File: config.mk
export PLATFORM = sky130hd
export DESIGN_NAME = sps_spi_port
export DESIGN_NICKNAME = d
export VERILOG_FILES = /design/src/logic/sps_pkg.sv /design/src/logic/sps_rate_if.sv /design/src/logic/sps_spi_port.sv /design/src/logic/sps_bit_rate_div.sv
export SDC_FILE = /design/constraint.sdc
export NUM_CORES = 1
export LEC_CHECK = 0
export ABC_AREA = 1
export BUFFER_PORTS_ARGS = -buffer_cell sky130_fd_sc_hd__buf_2
export CORE_MARGIN = 1
export CORE_UTILIZATION = 57
export CTS_BUF_LIST = sky130_fd_sc_hd__clkbuf_4 sky130_fd_sc_hd__clkbuf_8 sky130_fd_sc_hd__clkbuf_16
export CTS_CLUSTER_DIAMETER = 30
export DETAILED_ROUTE_END_ITERATION = 16
export GPL_TIMING_DRIVEN = 0
export PLACE_DENSITY = 0.8
export SKIP_LAST_GASP = 1
export SLEW_MARGIN = 20
export SYNTH_ARGS = -nofsm -noshare
export SYNTH_HDL_FRONTEND = slang
export SYNTH_SLANG_ARGS = --single-unit
File: constraint.sdc
create_clock -name clk -period 1.9 [get_ports clk]
set_input_delay 0.285 -clock clk [delete_from_list [all_inputs] [get_ports clk]]
set_output_delay 0.285 -clock clk [all_outputs]
set_load 0.005 [all_outputs]
File: src/logic/sps_pkg.sv
// Constants, state codes and helpers for the serial port block.
// Assumes a single 20 MHz clock with synchronous active-high reset.
//
// Summary of operation
// - Each transfer shifts one byte both ways.
// - Four pins: clock, out data, in data, select.
// - Configuration picks master or slave role.
// - Three-wire master: master data pin bidirectional.
// - Three-wire slave: slave data pin bidirectional.
// - Shared data line drives one direction only.
// - Bit clock: prescaler to eight, divider to 256.
// - Bit rate never above 8 MHz.
// - Separate transmit and receive holding buffers.
// - Selectable clock polarity and phase, four combinations.
// - Master optionally drives select, else floats it.
// - Selectable MSB-first or LSB-first bit order.
package sps_pkg;

    // ------------------------------------------------------------
    // Timing
    // ------------------------------------------------------------
    localparam int CLK_HZ = 20_000_000;
    localparam int MAX_BIT_RATE_HZ = 8_000_000;
    localparam int MIN_HALF_CYCLES =
        (CLK_HZ + 2 * MAX_BIT_RATE_HZ - 1) / (2 * MAX_BIT_RATE_HZ);
    localparam int PRESCALE_MAX = 8;
    localparam int RATE_MAX = 256;

    // ------------------------------------------------------------
    // Framing
    // ------------------------------------------------------------
    localparam int BYTE_BITS = 8;
    localparam logic [3:0] LAST_EDGE = 4'h0F;
    localparam logic [3:0] LAST_BIT = 4'h7;
    localparam logic [7:0] DATA_RESET = 8'h00;

    // ------------------------------------------------------------
    // States
    // ------------------------------------------------------------
    typedef enum logic [3:0] {
        ST_IDLE = 4'b0001,
        ST_LEAD = 4'b0010,
        ST_SHIFT = 4'b0100,
        ST_TRAIL = 4'b1000
    } sps_state_t;

    // ------------------------------------------------------------
    // Helpers
    // ------------------------------------------------------------
    function automatic logic top_bit(input logic [7:0] sh,
                                     input logic lsb_first);
        top_bit = lsb_first ? sh[0] : sh[7];
    endfunction

    function automatic logic [7:0] shift_in(input logic [7:0] sh,
                                            input logic b,
                                            input logic lsb_first);
        shift_in = lsb_first ? {b, sh[7:1]} : {sh[6:0], b};
    endfunction

endpackage

File: src/logic/sps_rate_if.sv
// Link between the port core and its bit-rate divider.
// Assumes both ends run on the same clock.
interface sps_rate_if;
    logic [2:0] prescale_sel;
    logic [7:0] rate_sel;
    logic run;
    logic tick;

    modport divider (
        input prescale_sel,
        input rate_sel,
        input run,
        output tick
    );

    modport core (
        output prescale_sel,
        output rate_sel,
        output run,
        input tick
    );
endinterface

File: src/logic/sps_spi_port.sv
// Byte-wide synchronous serial port, master or slave, 4- or 3-wire.
// Assumes pins are external and asynchronous; configuration is static
// while a transfer is in flight.
module sps_spi_port (
    input wire logic clk,
    input wire logic reset,
    input wire logic enable,
    input wire logic master_mode,
    input wire logic three_wire,
    input wire logic bidir_out,
    input wire logic cpol,
    input wire logic cpha,
    input wire logic lsb_first,
    input wire logic ss_output_en,
    input wire logic [2:0] prescale_sel,
    input wire logic [7:0] rate_sel,
    input wire logic [7:0] tx_data,
    input wire logic tx_write,
    output logic tx_ready,
    output logic [7:0] rx_data,
    output logic rx_full,
    input wire logic rx_read,
    output logic overrun,
    input wire logic overrun_clear,
    output logic busy,
    input wire logic serial_bit_clock_pin_in,
    output logic serial_bit_clock_pin_out,
    output logic serial_bit_clock_pin_oe,
    input wire logic slave_select_n_in,
    output logic slave_select_n_out,
    output logic slave_select_n_oe,
    input wire logic master_bidir_data_pin_in,
    output logic master_bidir_data_pin_out,
    output logic master_bidir_data_pin_oe,
    input wire logic slave_bidir_data_pin_in,
    output logic slave_bidir_data_pin_out,
    output logic slave_bidir_data_pin_oe
);
    sps_rate_if rif ();

    sps_bit_rate_div u_div (
        .clk(clk),
        .reset(reset),
        .rif(rif)
    );

    sps_pkg::sps_state_t state, next_state;
    logic [7:0] sh, next_sh;
    logic [7:0] tx_hold, next_tx_hold;
    logic tx_full, next_tx_full;
    logic [7:0] next_rx_data;
    logic next_rx_full;
    logic next_overrun;
    logic [3:0] edge_cnt, next_edge_cnt;
    logic [3:0] bit_cnt, next_bit_cnt;
    logic dout, next_dout;
    logic sclk, next_sclk;
    logic ss_act, next_ss_act;
    logic [2:0] sclk_sync;
    logic [1:0] ss_sync;
    logic [1:0] mdat_sync;
    logic [1:0] sdat_sync;
    logic din;
    logic ev;
    logic ev_lead;
    logic sample_ev;
    logic drive_ev;
    logic selected;
    logic [7:0] shifted;

    // ------------------------------------------------------------
    // Pin synchronisers
    // ------------------------------------------------------------
    always_ff @(posedge clk) begin
        if (reset) begin
            sclk_sync <= 3'h0;
            ss_sync <= 2'h3;
            mdat_sync <= 2'h0;
            sdat_sync <= 2'h0;
        end else begin
            sclk_sync <= {sclk_sync[1:0], serial_bit_clock_pin_in};
            ss_sync <= {ss_sync[0], slave_select_n_in};
            mdat_sync <= {mdat_sync[0], master_bidir_data_pin_in};
            sdat_sync <= {sdat_sync[0], slave_bidir_data_pin_in};
        end
    end

    // ------------------------------------------------------------
    // Pin direction and drive
    // ------------------------------------------------------------
    always_comb begin
        selected = !master_mode && !ss_sync[1] && enable;
        if (master_mode) begin
            din = three_wire ? mdat_sync[1] : sdat_sync[1];
        end else begin
            din = three_wire ? sdat_sync[1] : mdat_sync[1];
        end
        serial_bit_clock_pin_out = sclk;
        serial_bit_clock_pin_oe = enable && master_mode;
        slave_select_n_out = !ss_act;
        slave_select_n_oe = enable && master_mode && ss_output_en;
        master_bidir_data_pin_out = dout;
        slave_bidir_data_pin_out = dout;
        // One driver at a time on the shared line.
        master_bidir_data_pin_oe = enable && master_mode
            && (!three_wire || bidir_out);
        slave_bidir_data_pin_oe = selected
            && (!three_wire || bidir_out);
        rif.prescale_sel = prescale_sel;
        rif.rate_sel = rate_sel;
        rif.run = master_mode && enable && (state != sps_pkg::ST_IDLE);
        tx_ready = !tx_full;
        busy = state != sps_pkg::ST_IDLE;
    end

    // ------------------------------------------------------------
    // Transfer engine
    // ------------------------------------------------------------
    always_comb begin
        next_state = state;
        next_sh = sh;
        next_tx_hold = tx_hold;
        next_tx_full = tx_full;
        next_rx_data = rx_data;
        next_edge_cnt = edge_cnt;
        next_bit_cnt = bit_cnt;
        next_dout = dout;
        next_sclk = sclk;
        next_ss_act = ss_act;
        ev = 1'b0;
        ev_lead = 1'b0;
        if (master_mode) begin
            ev = (state == sps_pkg::ST_SHIFT) && rif.tick;
            ev_lead = !edge_cnt[0];
        end else if (selected && state == sps_pkg::ST_SHIFT) begin
            ev = sclk_sync[1] != sclk_sync[2];
            ev_lead = sclk_sync[2] == cpol;
        end
        sample_ev = ev && (ev_lead ^ cpha);
        drive_ev = ev && !(ev_lead ^ cpha);
        shifted = sps_pkg::shift_in(sh, din, lsb_first);
        // Read and write of the holding buffers; a new byte wins.
        next_rx_full = rx_full && !rx_read;
        next_overrun = overrun && !overrun_clear;
        if (tx_write && !tx_full) begin
            next_tx_hold = tx_data;
            next_tx_full = 1'b1;
        end
        if (drive_ev) begin
            next_dout = sps_pkg::top_bit(sh, lsb_first);
        end
        if (sample_ev) begin
            next_sh = shifted;
            next_bit_cnt = bit_cnt + 4'h1;
            if (bit_cnt == sps_pkg::LAST_BIT) begin
                next_bit_cnt = 4'h0;
                next_rx_data = shifted;
                next_rx_full = 1'b1;
                next_overrun = next_overrun || (rx_full && !rx_read);
                if (!master_mode && tx_full) begin
                    next_sh = tx_hold;
                    next_tx_full = 1'b0;
                end
            end
        end
        if (ev && master_mode) begin
            next_sclk = !sclk;
            next_edge_cnt = edge_cnt + 4'h1;
        end
        unique case (state)
            sps_pkg::ST_IDLE: begin
                next_sclk = cpol;
                next_ss_act = 1'b0;
                next_edge_cnt = 4'h0;
                next_bit_cnt = 4'h0;
                if ((master_mode && enable && tx_full) || selected) begin
                    next_sh = tx_hold;
                    next_dout = sps_pkg::top_bit(tx_hold, lsb_first);
                    next_tx_full = 1'b0;
                    next_ss_act = master_mode;
                    next_state = master_mode ? sps_pkg::ST_LEAD
                                             : sps_pkg::ST_SHIFT;
                end
            end
            sps_pkg::ST_LEAD: begin
                if (rif.tick) begin
                    next_state = sps_pkg::ST_SHIFT;
                end
            end
            sps_pkg::ST_SHIFT: begin
                if (master_mode && ev && edge_cnt == sps_pkg::LAST_EDGE) begin
                    next_state = sps_pkg::ST_TRAIL;
                end
                if (!master_mode && !selected) begin
                    next_state = sps_pkg::ST_IDLE;
                end
            end
            sps_pkg::ST_TRAIL: begin
                if (rif.tick) begin
                    next_ss_act = 1'b0;
                    next_state = sps_pkg::ST_IDLE;
                end
            end
        endcase
        if (!enable) begin
            next_state = sps_pkg::ST_IDLE;
            next_ss_act = 1'b0;
            next_sclk = cpol;
        end
    end

    always_ff @(posedge clk) begin
        if (reset) begin
            state <= sps_pkg::ST_IDLE;
            sh <= sps_pkg::DATA_RESET;
            tx_hold <= sps_pkg::DATA_RESET;
            tx_full <= 1'b0;
            rx_data <= sps_pkg::DATA_RESET;
            rx_full <= 1'b0;
            overrun <= 1'b0;
            edge_cnt <= 4'h0;
            bit_cnt <= 4'h0;
            dout <= 1'b0;
            sclk <= 1'b0;
            ss_act <= 1'b0;
        end else begin
            state <= next_state;
            sh <= next_sh;
            tx_hold <= next_tx_hold;
            tx_full <= next_tx_full;
            rx_data <= next_rx_data;
            rx_full <= next_rx_full;
            overrun <= next_overrun;
            edge_cnt <= next_edge_cnt;
            bit_cnt <= next_bit_cnt;
            dout <= next_dout;
            sclk <= next_sclk;
            ss_act <= next_ss_act;
        end
    end
endmodule // sps_spi_port

File: src/logic/sps_bit_rate_div.sv
// Two-stage divider that gives one half-bit enable pulse.
// Assumes run is held high for the whole of a master transfer.
module sps_bit_rate_div (
    input wire logic clk,
    input wire logic reset,
    sps_rate_if.divider rif
);
    logic [2:0] pre_cnt;
    logic [7:0] rate_cnt;
    logic [3:0] guard;
    logic pending;
    logic [2:0] next_pre_cnt;
    logic [7:0] next_rate_cnt;
    logic [3:0] next_guard;
    logic next_pending;
    logic pre_tick;
    logic terminal;
    logic allowed;

    // ------------------------------------------------------------
    // Prescaler, rate divider and rate guard
    // ------------------------------------------------------------
    always_comb begin
        pre_tick = (pre_cnt == rif.prescale_sel);
        terminal = pre_tick && (rate_cnt == rif.rate_sel);
        allowed = guard >= 4'(sps_pkg::MIN_HALF_CYCLES - 1);
        rif.tick = rif.run && (terminal || pending) && allowed;
        next_pre_cnt = pre_tick ? 3'h0 : pre_cnt + 3'h1;
        next_rate_cnt = rate_cnt;
        if (terminal) begin
            next_rate_cnt = 8'h00;
        end else if (pre_tick) begin
            next_rate_cnt = rate_cnt + 8'h01;
        end
        next_pending = (pending || terminal) && !rif.tick;
        next_guard = (guard == 4'hF) ? guard : guard + 4'h1;
        if (rif.tick) begin
            next_guard = 4'h0;
        end
        if (!rif.run) begin
            next_pre_cnt = 3'h0;
            next_rate_cnt = 8'h00;
            next_pending = 1'b0;
            next_guard = 4'hF;
        end
    end

    always_ff @(posedge clk) begin
        if (reset) begin
            pre_cnt <= 3'h0;
            rate_cnt <= 8'h00;
            guard <= 4'hF;
            pending <= 1'b0;
        end else begin
            pre_cnt <= next_pre_cnt;
            rate_cnt <= next_rate_cnt;
            guard <= next_guard;
            pending <= next_pending;
        end
    end
endmodule // sps_bit_rate_div

* Yosys cells after proc, flatten, opt, wreduce, memory -nomap -nowiden
Cells that the tools add are included.
** Word-level totals
- Flip-flop bits (word level) :: 67
** Operators by class
- Equality and inequality tests :: 18
- Reduce and logical (&&, ||, !) cells :: 48
- Multiplexer cells :: 44
- Order comparisons :: 1
- Bitwise operators :: 3
- $add $sub $neg :: 5
** Operators by type and width (count)
- 8-bit 2-to-1 mux :: 6
- 4-bit 2-to-1 mux :: 8
- 1-bit 2-to-1 mux :: 27
- 1-bit logical AND :: 23
- 4-bit one-hot mux with 4 select lines :: 1
- 4-bit by 1-bit adder with 4-bit output, second input constant :: 3
- 4-bit equality test, second input constant :: 3
- 1-bit zero test :: 12
- 8-bit by 1-bit adder with 8-bit output, second input constant :: 1
- 4-bit by 3-bit equality test with 1-bit output, second input constant :: 2
- 8-bit equality test :: 1
- 2-bit inequality test, second input constant :: 4
- 3-bit by 1-bit inequality test with 1-bit output, second input constant :: 2
- 2-bit OR reduction :: 3
- 3-bit OR reduction :: 2
- 4-bit by 1-bit equality test with 1-bit output, second input constant :: 1
- 4-bit by 2-bit equality test with 1-bit output, second input constant :: 1
- 4-bit by 1-bit >= comparator with 1-bit output, second input constant :: 1
- 1-bit logical OR :: 4
- 4-bit by 1-bit inequality test with 1-bit output, second input constant :: 1
- 2-bit AND reduction :: 2
- 4-bit AND reduction :: 1
- 3-bit by 1-bit adder with 3-bit output, second input constant :: 1
- 3-bit equality test :: 1
- 7 further kinds :: 8

* Longest topological paths before layout
Gate-level depths: netlist (run 1).
- Depth in word-level cells :: 12
- Gate-level depth with buffers :: 15
- Gate-level depth less buffers :: 14

* Hierarchy
A second synthesis (run 1) with hierarchy kept.
** Second synthesis, totals
- Cells, all modules :: 506
- Area total of the unflattened synthesis :: 3487.1 um2
** Modules (own cells, without submodules)
- sps_spi_port :: seq. area each 1021.0 um2, cells each 370, area an instance 2543.7 um2, times used 1
- sps_bit_rate_div :: seq. area each 320.3 um2, cells each 136, area an instance 943.4 um2, times used 1

* Worst setup path before layout (run 1)
OpenSTA, ideal clock, no wires.
- Path kind :: register to register
- Start :: register bit_cnt[0]
- End :: register sh[0]
- Period minus slack after synthesis :: 1.655 ns
- Data arrival time :: 1.538 ns
- Buffers on the path :: 1
- Setup slack :: 0.245 ns
- Setup time :: 0.117 ns
- Cell stages (with the launch flop) :: 13
- Cells stage by stage :: dfxtp_1 ha_1 nand2_1 nor2_1 nand3_1 clkbuf_1 nor2_1 o21bai_1 inv_1 nand3_1 nand2_1 nor2_1 nor2_1
** On the way
- Longest elaborated chain between the ends :: 5
** RTL lines
- from (decl) :: RTL line sps_spi_port.sv:55 : logic [3:0] bit_cnt, next_bit_cnt;
- from (signal assigned) :: RTL line sps_spi_port.sv:235 : bit_cnt <= next_bit_cnt;
- 4-bit by 3-bit equality test with 1-bit output * :: RTL line sps_spi_port.sv:155 : if (bit_cnt == sps_pkg::LAST_BIT) begin
- 8-bit 2-to-1 mux * :: RTL line sps_spi_port.sv:155
- 8-bit 2-to-1 mux * :: RTL line sps_spi_port.sv:152 : if (sample_ev) begin
- 8-bit 2-to-1 mux :: RTL line sps_spi_port.sv:176 : if ((master_mode && enable && tx_full) || selected) begin
- 8-bit 2-to-1 mux * :: RTL line sps_spi_port.sv:170 : unique case (state)
- to (signal assigned) :: RTL line sps_spi_port.sv:215 : sh <= sps_pkg::DATA_RESET;
- to (signal assigned) :: RTL line sps_spi_port.sv:228 : sh <= next_sh;
- to (decl) :: RTL line sps_spi_port.sv:48 : logic [7:0] sh, next_sh;
Mark *: on every way between the ends. The rest lies on a longest branch, timed or not.
A chain may end at the register's enable or synchronous reset.

* Worst setup path in the final report (run 1)
- Start :: register state[0]
- End :: register rx_data[5]
** On the way
- Longest elaborated chain between the ends :: 8
- Elaborated cells between the ends (all ways) :: 14
** RTL lines
- from (decl) :: RTL line sps_spi_port.sv:47 : sps_pkg::sps_state_t state, next_state;
- from (signal assigned) :: RTL line sps_spi_port.sv:214 : state <= sps_pkg::ST_IDLE;
- from (signal assigned) :: RTL line sps_spi_port.sv:227 : state <= next_state;
- 4-bit by 1-bit inequality test with 1-bit output :: RTL line sps_spi_port.sv:111 : rif.run = master_mode && enable && (state != sps_pkg::ST_IDLE);
- 1-bit logical AND :: RTL line sps_spi_port.sv:111
- 1-bit logical AND (2 in a row) :: RTL line sps_bit_rate_div.sv:27 : rif.tick = rif.run && (terminal || pending) && allowed;
- 1-bit logical AND :: RTL line sps_spi_port.sv:133 : ev = (state == sps_pkg::ST_SHIFT) && rif.tick;
- 1-bit 2-to-1 mux :: RTL line sps_spi_port.sv:132 : if (master_mode) begin
- 1-bit logical AND * :: RTL line sps_spi_port.sv:139 : sample_ev = ev && (ev_lead ^ cpha);
- 2-bit AND reduction (no line) *
- to (signal assigned) :: RTL line sps_spi_port.sv:218 : rx_data <= sps_pkg::DATA_RESET;
- to (signal assigned) :: RTL line sps_spi_port.sv:231 : rx_data <= next_rx_data;
- to (decl) :: RTL line sps_spi_port.sv:20 : output logic [7:0] rx_data,
Marks and branches as above.

==> summary.txt, run 1 <==
Final layout
  – Commonest non-fill, non-tap cells in the layout: nand2_1, inv_1, nor2_1
  – Fillers: 523
  – Area Growth Syn to Fin: 18.04%
  – Fin util: 0.6996
  – Sequential cell area: 0.001348 mm^2
  – Ant diodes: 0
  – Multi-input logic area: 0.001815 mm^2
  – Most common cell after layout, fill and taps aside: nand2_1
  – NumNets Final: 623
  – Share of post-route cells with drive strength above 1: 0.2106

Clocking
  – Clk slew on worst S/H paths: 0.07 ns
  – Sink Count: 67
  – CTS tree: built
  – Cts hold-fix bufs: 0
  – Clock latency on the worst-skew pair: 0.34 ns
  – Clk root buf: clkbuf_8
  – H-tree depth: 3
  – Clock Tree Buf Depth: 2
  – TritonCTS Buffers: 9

Global routing
  – Initial antenna violation count: 0
  – Largest net degree at the start of global routing: 11
  – GRT Total Usage: 0.2645
  – Global-route wire length before repair: 13,060 um
  – Total congestion overflow: 0
  – Vias in the first global route: 2,989

Drt
  – Via Count: 3,406
  – DR top layer: met4
  – Wire length on met1: 3663 um
  – Initial DRT Pass Iterations: 4
  – DR iter-0 viols: 182
  – DR WL/cell: 12.08 um
  – Drt via density: 5.168
  – WL final: 7958 um
  – Met2 WL: 3747 um
  – Routed Antenna Nets: 0
  – DRC violations left: 0
  – Metal3 WL: 394 um

Logic synthesis
  – Post-synthesis cell count: 511
  – Mapped Nets: 554
  – Largest area contributor in the netlist: dfxtp_1
  – Synth cell types: 38
  – Synthesized area: 0.003530 mm^2
  – Syn_area_per_cell: 6.907 um^2
  – Yosys warnings: 0
  – Register area share after synthesis: 0.3800
  – Top-area cell type share of the netlist area: 0.3800
  – Synth Register Bits: 67
  – Synth top area cells: dfxtp_1, nand2_1, inv_1

Power and ir drop
  – Worst VDD drop: 440.6 uV
  – Leakage power total: 2.018 nW
  – Total power: 3.003 mW
  – Power density over the cells: 720.8 mW/mm^2

Floorplan
  – I/O Pins: 56
  – Die area: 0.006511 mm^2
  – Die X: 80.69 um
  – Die span in y: 80.69 um
  – Core area: 0.005956 mm^2
  – FP Rows: 28
  – Initial Util: 0.5926

Timing
  – Setup TNS: 0 ns
  – Hold Vio Cnt, Final: 0
  – Rel. slew slack: 0.6064
  – WHS: 0.1323 ns
  – Final setup margin: 0.1417 ns
  – Worst-margin pin slew: 0.5850 ns
  – RSZ-0062 raised after global routing: yes
  – Fmax: 568.7 MHz
  – Slew Limit Fails: 0
  – Final period utilization: 0.9254
  – Fin Clk Skew: 0.006814 ns
  – Final setup viols: 0
  – Crit path time final: 1.758 ns

Place
  – Port Buffers: 54
  – RePlAce Congestion: 0.9117
  – HPWL after DPL: 5825 um
  – Pre-CTS setup slack: -0.1002 ns

Worst hold path
  – Hold Path Cell Cnt: 2
  – HP Class: in -> reg

Worst setup path
  – Required time worst endpoint: 2.17 ns
  – Crit. path cell count: 11
  – Most used cell along the critical path: buf_6
  – Crit path kind: reg -> reg
  – Cells on worst reg2reg path: 11
  – Slowest CP cell: dfxtp_1
  – Worst Setup End Kind: register
  – Crit path launch type: register
  – Crit-path cells: nor2_2, nand3_2, nor2_4, o211ai_2, nand3b_1, nand2_2, inv_2, buf_6, buf_6, nand4_1, a21oi_1
  – CP max FO: 10
  – Critical Path AT: 2.03 ns
  – Largest stage delay on the critical path: 0.34 ns
  – WP buf/inv: 3
  – Crit path max-delay family: simple AND/OR/NAND/NOR gates

Outcome
  – Status: finished clean

Run
  – Max-cap violation count: 0
-- worst paths after layout --
kind / start / end / slack [ns]
hold / removal: slave_select_n_in / ss_sync[0] / 0.13
setup reg to reg: state[0] / rx_data[5] / 0.14
hold reg to reg: mdat_sync[0] / mdat_sync[1] / 0.41
setup / recovery: state[0] / rx_data[5] / 0.14
-- kinds of logic after synthesis --
| logic type | count (synthesis) | share of synthesized area |
|---|---|---|
| buffers and inverters | 95 | 0.1141 |
| AND/OR/NAND/NOR | 242 | 0.3066 |
| XOR/XNOR | 15 | 0.03722 |
| AO/OA/AOI/OAI | 85 | 0.1372 |
| adder cells (fa/ha/maj) | 7 | 0.02481 |
| flip-flops | 67 | 0.3800 |
-- layout make-up --
class | count | share of cell area
well taps | 75 | 0.02252
clock buffers | 13 | 0.03994
clock inverters | 2 | 0.008408
repair buffers | 58 | 0.07207
inverters | 81 | 0.07297
plain buffers | 14 | 0.02492
multi-input cells | 349 | 0.4357
flip-flops and latches | 67 | 0.3234
-- metal layers --
metal  track usage  vias to the layer above
li1              -                     1759
met1        0.3261                     1535
met2        0.4424                       96
met3       0.05682                       16
met4        0.1107                        0
met5             0                        -
-- sequential cells by signal, indices dropped and copies added (netlist names) --
register,cells
bit_cnt,4
edge_cnt,4
master_bidir_data_pin_out,1
mdat_sync,2
overrun,1
rx_data,8
rx_full,1
sclk_sync,3
sdat_sync,2
serial_bit_clock_pin_out,1
sh,8
ss_act,1
ss_sync,2
state,4
tx_full,1
tx_hold,8
u_div.guard,4
u_div.pending,1
u_div.pre_cnt,3
u_div.rate_cnt,8
-- cells in the mapped netlist --
cell,n
nand2_1,101
inv_1,78
nor2_1,73
dfxtp_1,67
o21ai_0,33
a21oi_1,32
nand3_1,30
nand4_1,11
xnor2_1,8
ha_1,7
or2_2,7
xor2_1,7
clkbuf_1,6
buf_6,5
a31oi_1,4
nand2_2,4
a21oi_2,3
inv_2,3
nand3_2,3
nor3_1,3
o211ai_1,3
o21ai_1,3
buf_4,2
nand2_4,2
nor2_4,2
o21bai_1,2
a31oi_4,1
and3_1,1
buf_2,1
nand3_4,1
nand3b_1,1
nor2_2,1
nor3b_1,1
nor4_1,1
o211ai_2,1
o21a_1,1
o22ai_1,1
o31ai_1,1
-- per-stage QoR --
step           instances  area [um^2]
6_report             659         4167
5_1_grt              659         4167
4_1_cts              655         4099
3_5_place_dp         640         3894
3_3_place_gp         640         3894
2_1_floorplan        511         3530
-- repair_timing --
action                                  CTS  global route
endpoints found under the setup margin    7            28
pin swaps                                 0             2
resized for setup                         2            17
setup buffers                             0             4
-- power by group --
| group | switching, mW | internal, mW |
|---|---|---|
| clock network | 0.517 | 0.699 |
| logic | 0.192 | 0.120 |
| registers | 0.0284 | 1.45 |
| total | 0.738 | 2.27 |
Note: power is estimated with default switching activity, not from simulation.
==> inputs of run 2 (changes only) <==
RECOVER_POWER = 50   (was default)
==> run 2 against run 1 <==
First-iteration DRC count rose by 1.6%; critical path depth is the same; die area unchanged; largest power group unchanged.
==> summary.txt, run 2 (same netlist as run 1, synthesis figures left out) <==
Timing
  – Fin Clk Skew: 0.007281 ns
  – RSZ-0062 raised after global routing: yes
  – Rel. slew slack: 0.6273
  – Final period utilization: 0.9299
  – Crit path time final: 1.767 ns
  – Fmax: 566.0 MHz
  – Slew Limit Fails: 0
  – Setup TNS: 0 ns
  – Worst-margin pin slew: 0.5540 ns
  – Hold Vio Cnt, Final: 0
  – WHS: 0.1317 ns
  – Final setup viols: 0

Power and ir drop
  – Worst VDD drop: 441.6 uV
  – Total power: 3.001 mW
  – Power density over the cells: 724.1 mW/mm^2
  – Leakage power total: 1.969 nW

Drt
  – Routed Antenna Nets: 0
  – Initial DRT Pass Iterations: 4
  – Via Count: 3,394
  – DRC violations left: 0
  – Drt via density: 5.150
  – DR iter-0 viols: 185
  – DR WL/cell: 12.09 um
  – WL final: 7969 um

Floorplan
  – Initial Util: 0.5926
  – I/O Pins: 56
  – Die span in y: 80.69 um
  – Die area: 0.006511 mm^2
  – Core area: 0.005956 mm^2
  – FP Rows: 28
  – Die X: 80.69 um

Final layout
  – Area Growth Syn to Fin: 17.41%
  – NumNets Final: 623
  – Fin util: 0.6958
  – Ant diodes: 0
  – Commonest non-fill, non-tap cells in the layout: nand2_1, inv_1, nor2_1
  – Share of post-route cells with drive strength above 1: 0.1849
  – Most common cell after layout, fill and taps aside: nand2_1
  – Fillers: 529

Worst setup path
  – Crit path kind: reg -> reg
  – Crit path launch type: register
  – CP max FO: 10
  – Worst Setup End Kind: register
  – Cells on worst reg2reg path: 11
  – Critical Path AT: 2.04 ns
  – Worst R2R End: rx_data[5]
  – Setup slack, reg-to-reg: 0.13 ns
  – Worst r2r src: ss_sync[1]
  – Worst setup path startpoint: ss_sync[1]
  – Required time worst endpoint: 2.17 ns

Global routing
  – Largest net degree at the start of global routing: 11
  – Initial antenna violation count: 0
  – Total congestion overflow: 0
  – Vias in the first global route: 2,989
  – Global-route wire length before repair: 13,060 um
  – GRT Total Usage: 0.2645

Worst hold path
  – Min-delay src: slave_select_n_in
  – Hold Path Cell Cnt: 2
  – HP Class: in -> reg
  – End of the worst hold path: ss_sync[0]

Clocking
  – TritonCTS Buffers: 9
  – CTS tree: built
  – Clock latency on the worst-skew pair: 0.34 ns
  – Clk root buf: clkbuf_8
  – H-tree depth: 3
  – Clock Tree Buf Depth: 2
  – Sink Count: 67
  – Clk slew on worst S/H paths: 0.07 ns

Place
  – RePlAce Congestion: 0.9117
  – Port Buffers: 54
  – HPWL after DPL: 5825 um

Run
  – Max-cap violation count: 0

Outcome
  – Status: finished clean
run 2: changes by cell type in the layout (fill, tap and decap cells not counted), sizes merged:
cell and delta:
buf -14, clkbuf +14
run 2: layer usage:
| layer | share of wire | GRT usage | routed length (um) | vias up |
|---|---|---|---|---|
| li1 | - | - | - | 1760 |
| met1 | 0.46 | 0.3261 | 3645 | 1527 |
| met2 | 0.47 | 0.4424 | 3741 | 91 |
| met3 | 0.054 | 0.05682 | 428 | 16 |
| met4 | 0.019 | 0.1107 | 153 | 0 |
| met5 | 0 | 0 | 0 | - |
run 2: through the flow:
stage	cells	cell area [um^2]	setup WS, ns
finish	659	4144	0.1332
global route	659	4144	-0.08656
CTS	655	4099	0.02179
detailed placement	640	3894	-0.1002
global placement	640	3894	-0.1054
floorplan	511	3530	0.2447
run 2: worst max path at each step:
stage	endpoint	slack, ns
2_1_floorplan	sh[0]	0.24
3_5_place_dp	sh[0]	-0.10
5_1_grt	sh[0]	-0.09
4_1_cts	sh[5]	0.02
3_3_place_gp	sh[0]	-0.11
6_report	rx_data[5]	0.13
run 2: critical path: stages (launching register included):
cell and delay, ns:
dfxtp_1 0.33, nor2_4 0.07, nand2_1 0.15, nor2_4 0.16, o211ai_2 0.10, nand3b_1 0.11, nand2_2 0.09, inv_2 0.09
buf_6 0.15, buf_6 0.15, nand4_1 0.11, a21oi_1 0.17
run 2: timing repair:
| action | 4_1_cts | 5_1_grt |
|---|---|---|
| hold buffers | 0 | 0 |
| gates resized for setup | 2 | 17 |
| endpoints found under the setup margin | 7 | 28 |
| pin swaps | 0 | 2 |
| buffers inserted | 0 | 4 |
run 2: power by group:
group	switching, mW	leakage, nW	internal (mW)
logic	0.192	1.31	0.118
registers	0.0283	0.548	1.45
clock network	0.518	0.106	0.698
run 2: layout make-up:
cell class                 count  area, um^2  share of cell area
buffer                        14       103.9             0.02506
clock buffer                  13       166.4             0.04016
clock inverter                 2       35.03            0.008454
inverter                      81       304.0             0.07337
multi-input combinational    349        1808              0.4363
sequential                    67        1348              0.3252
tap                           75       93.84             0.02264
timing repair buffer          58       285.3             0.06884
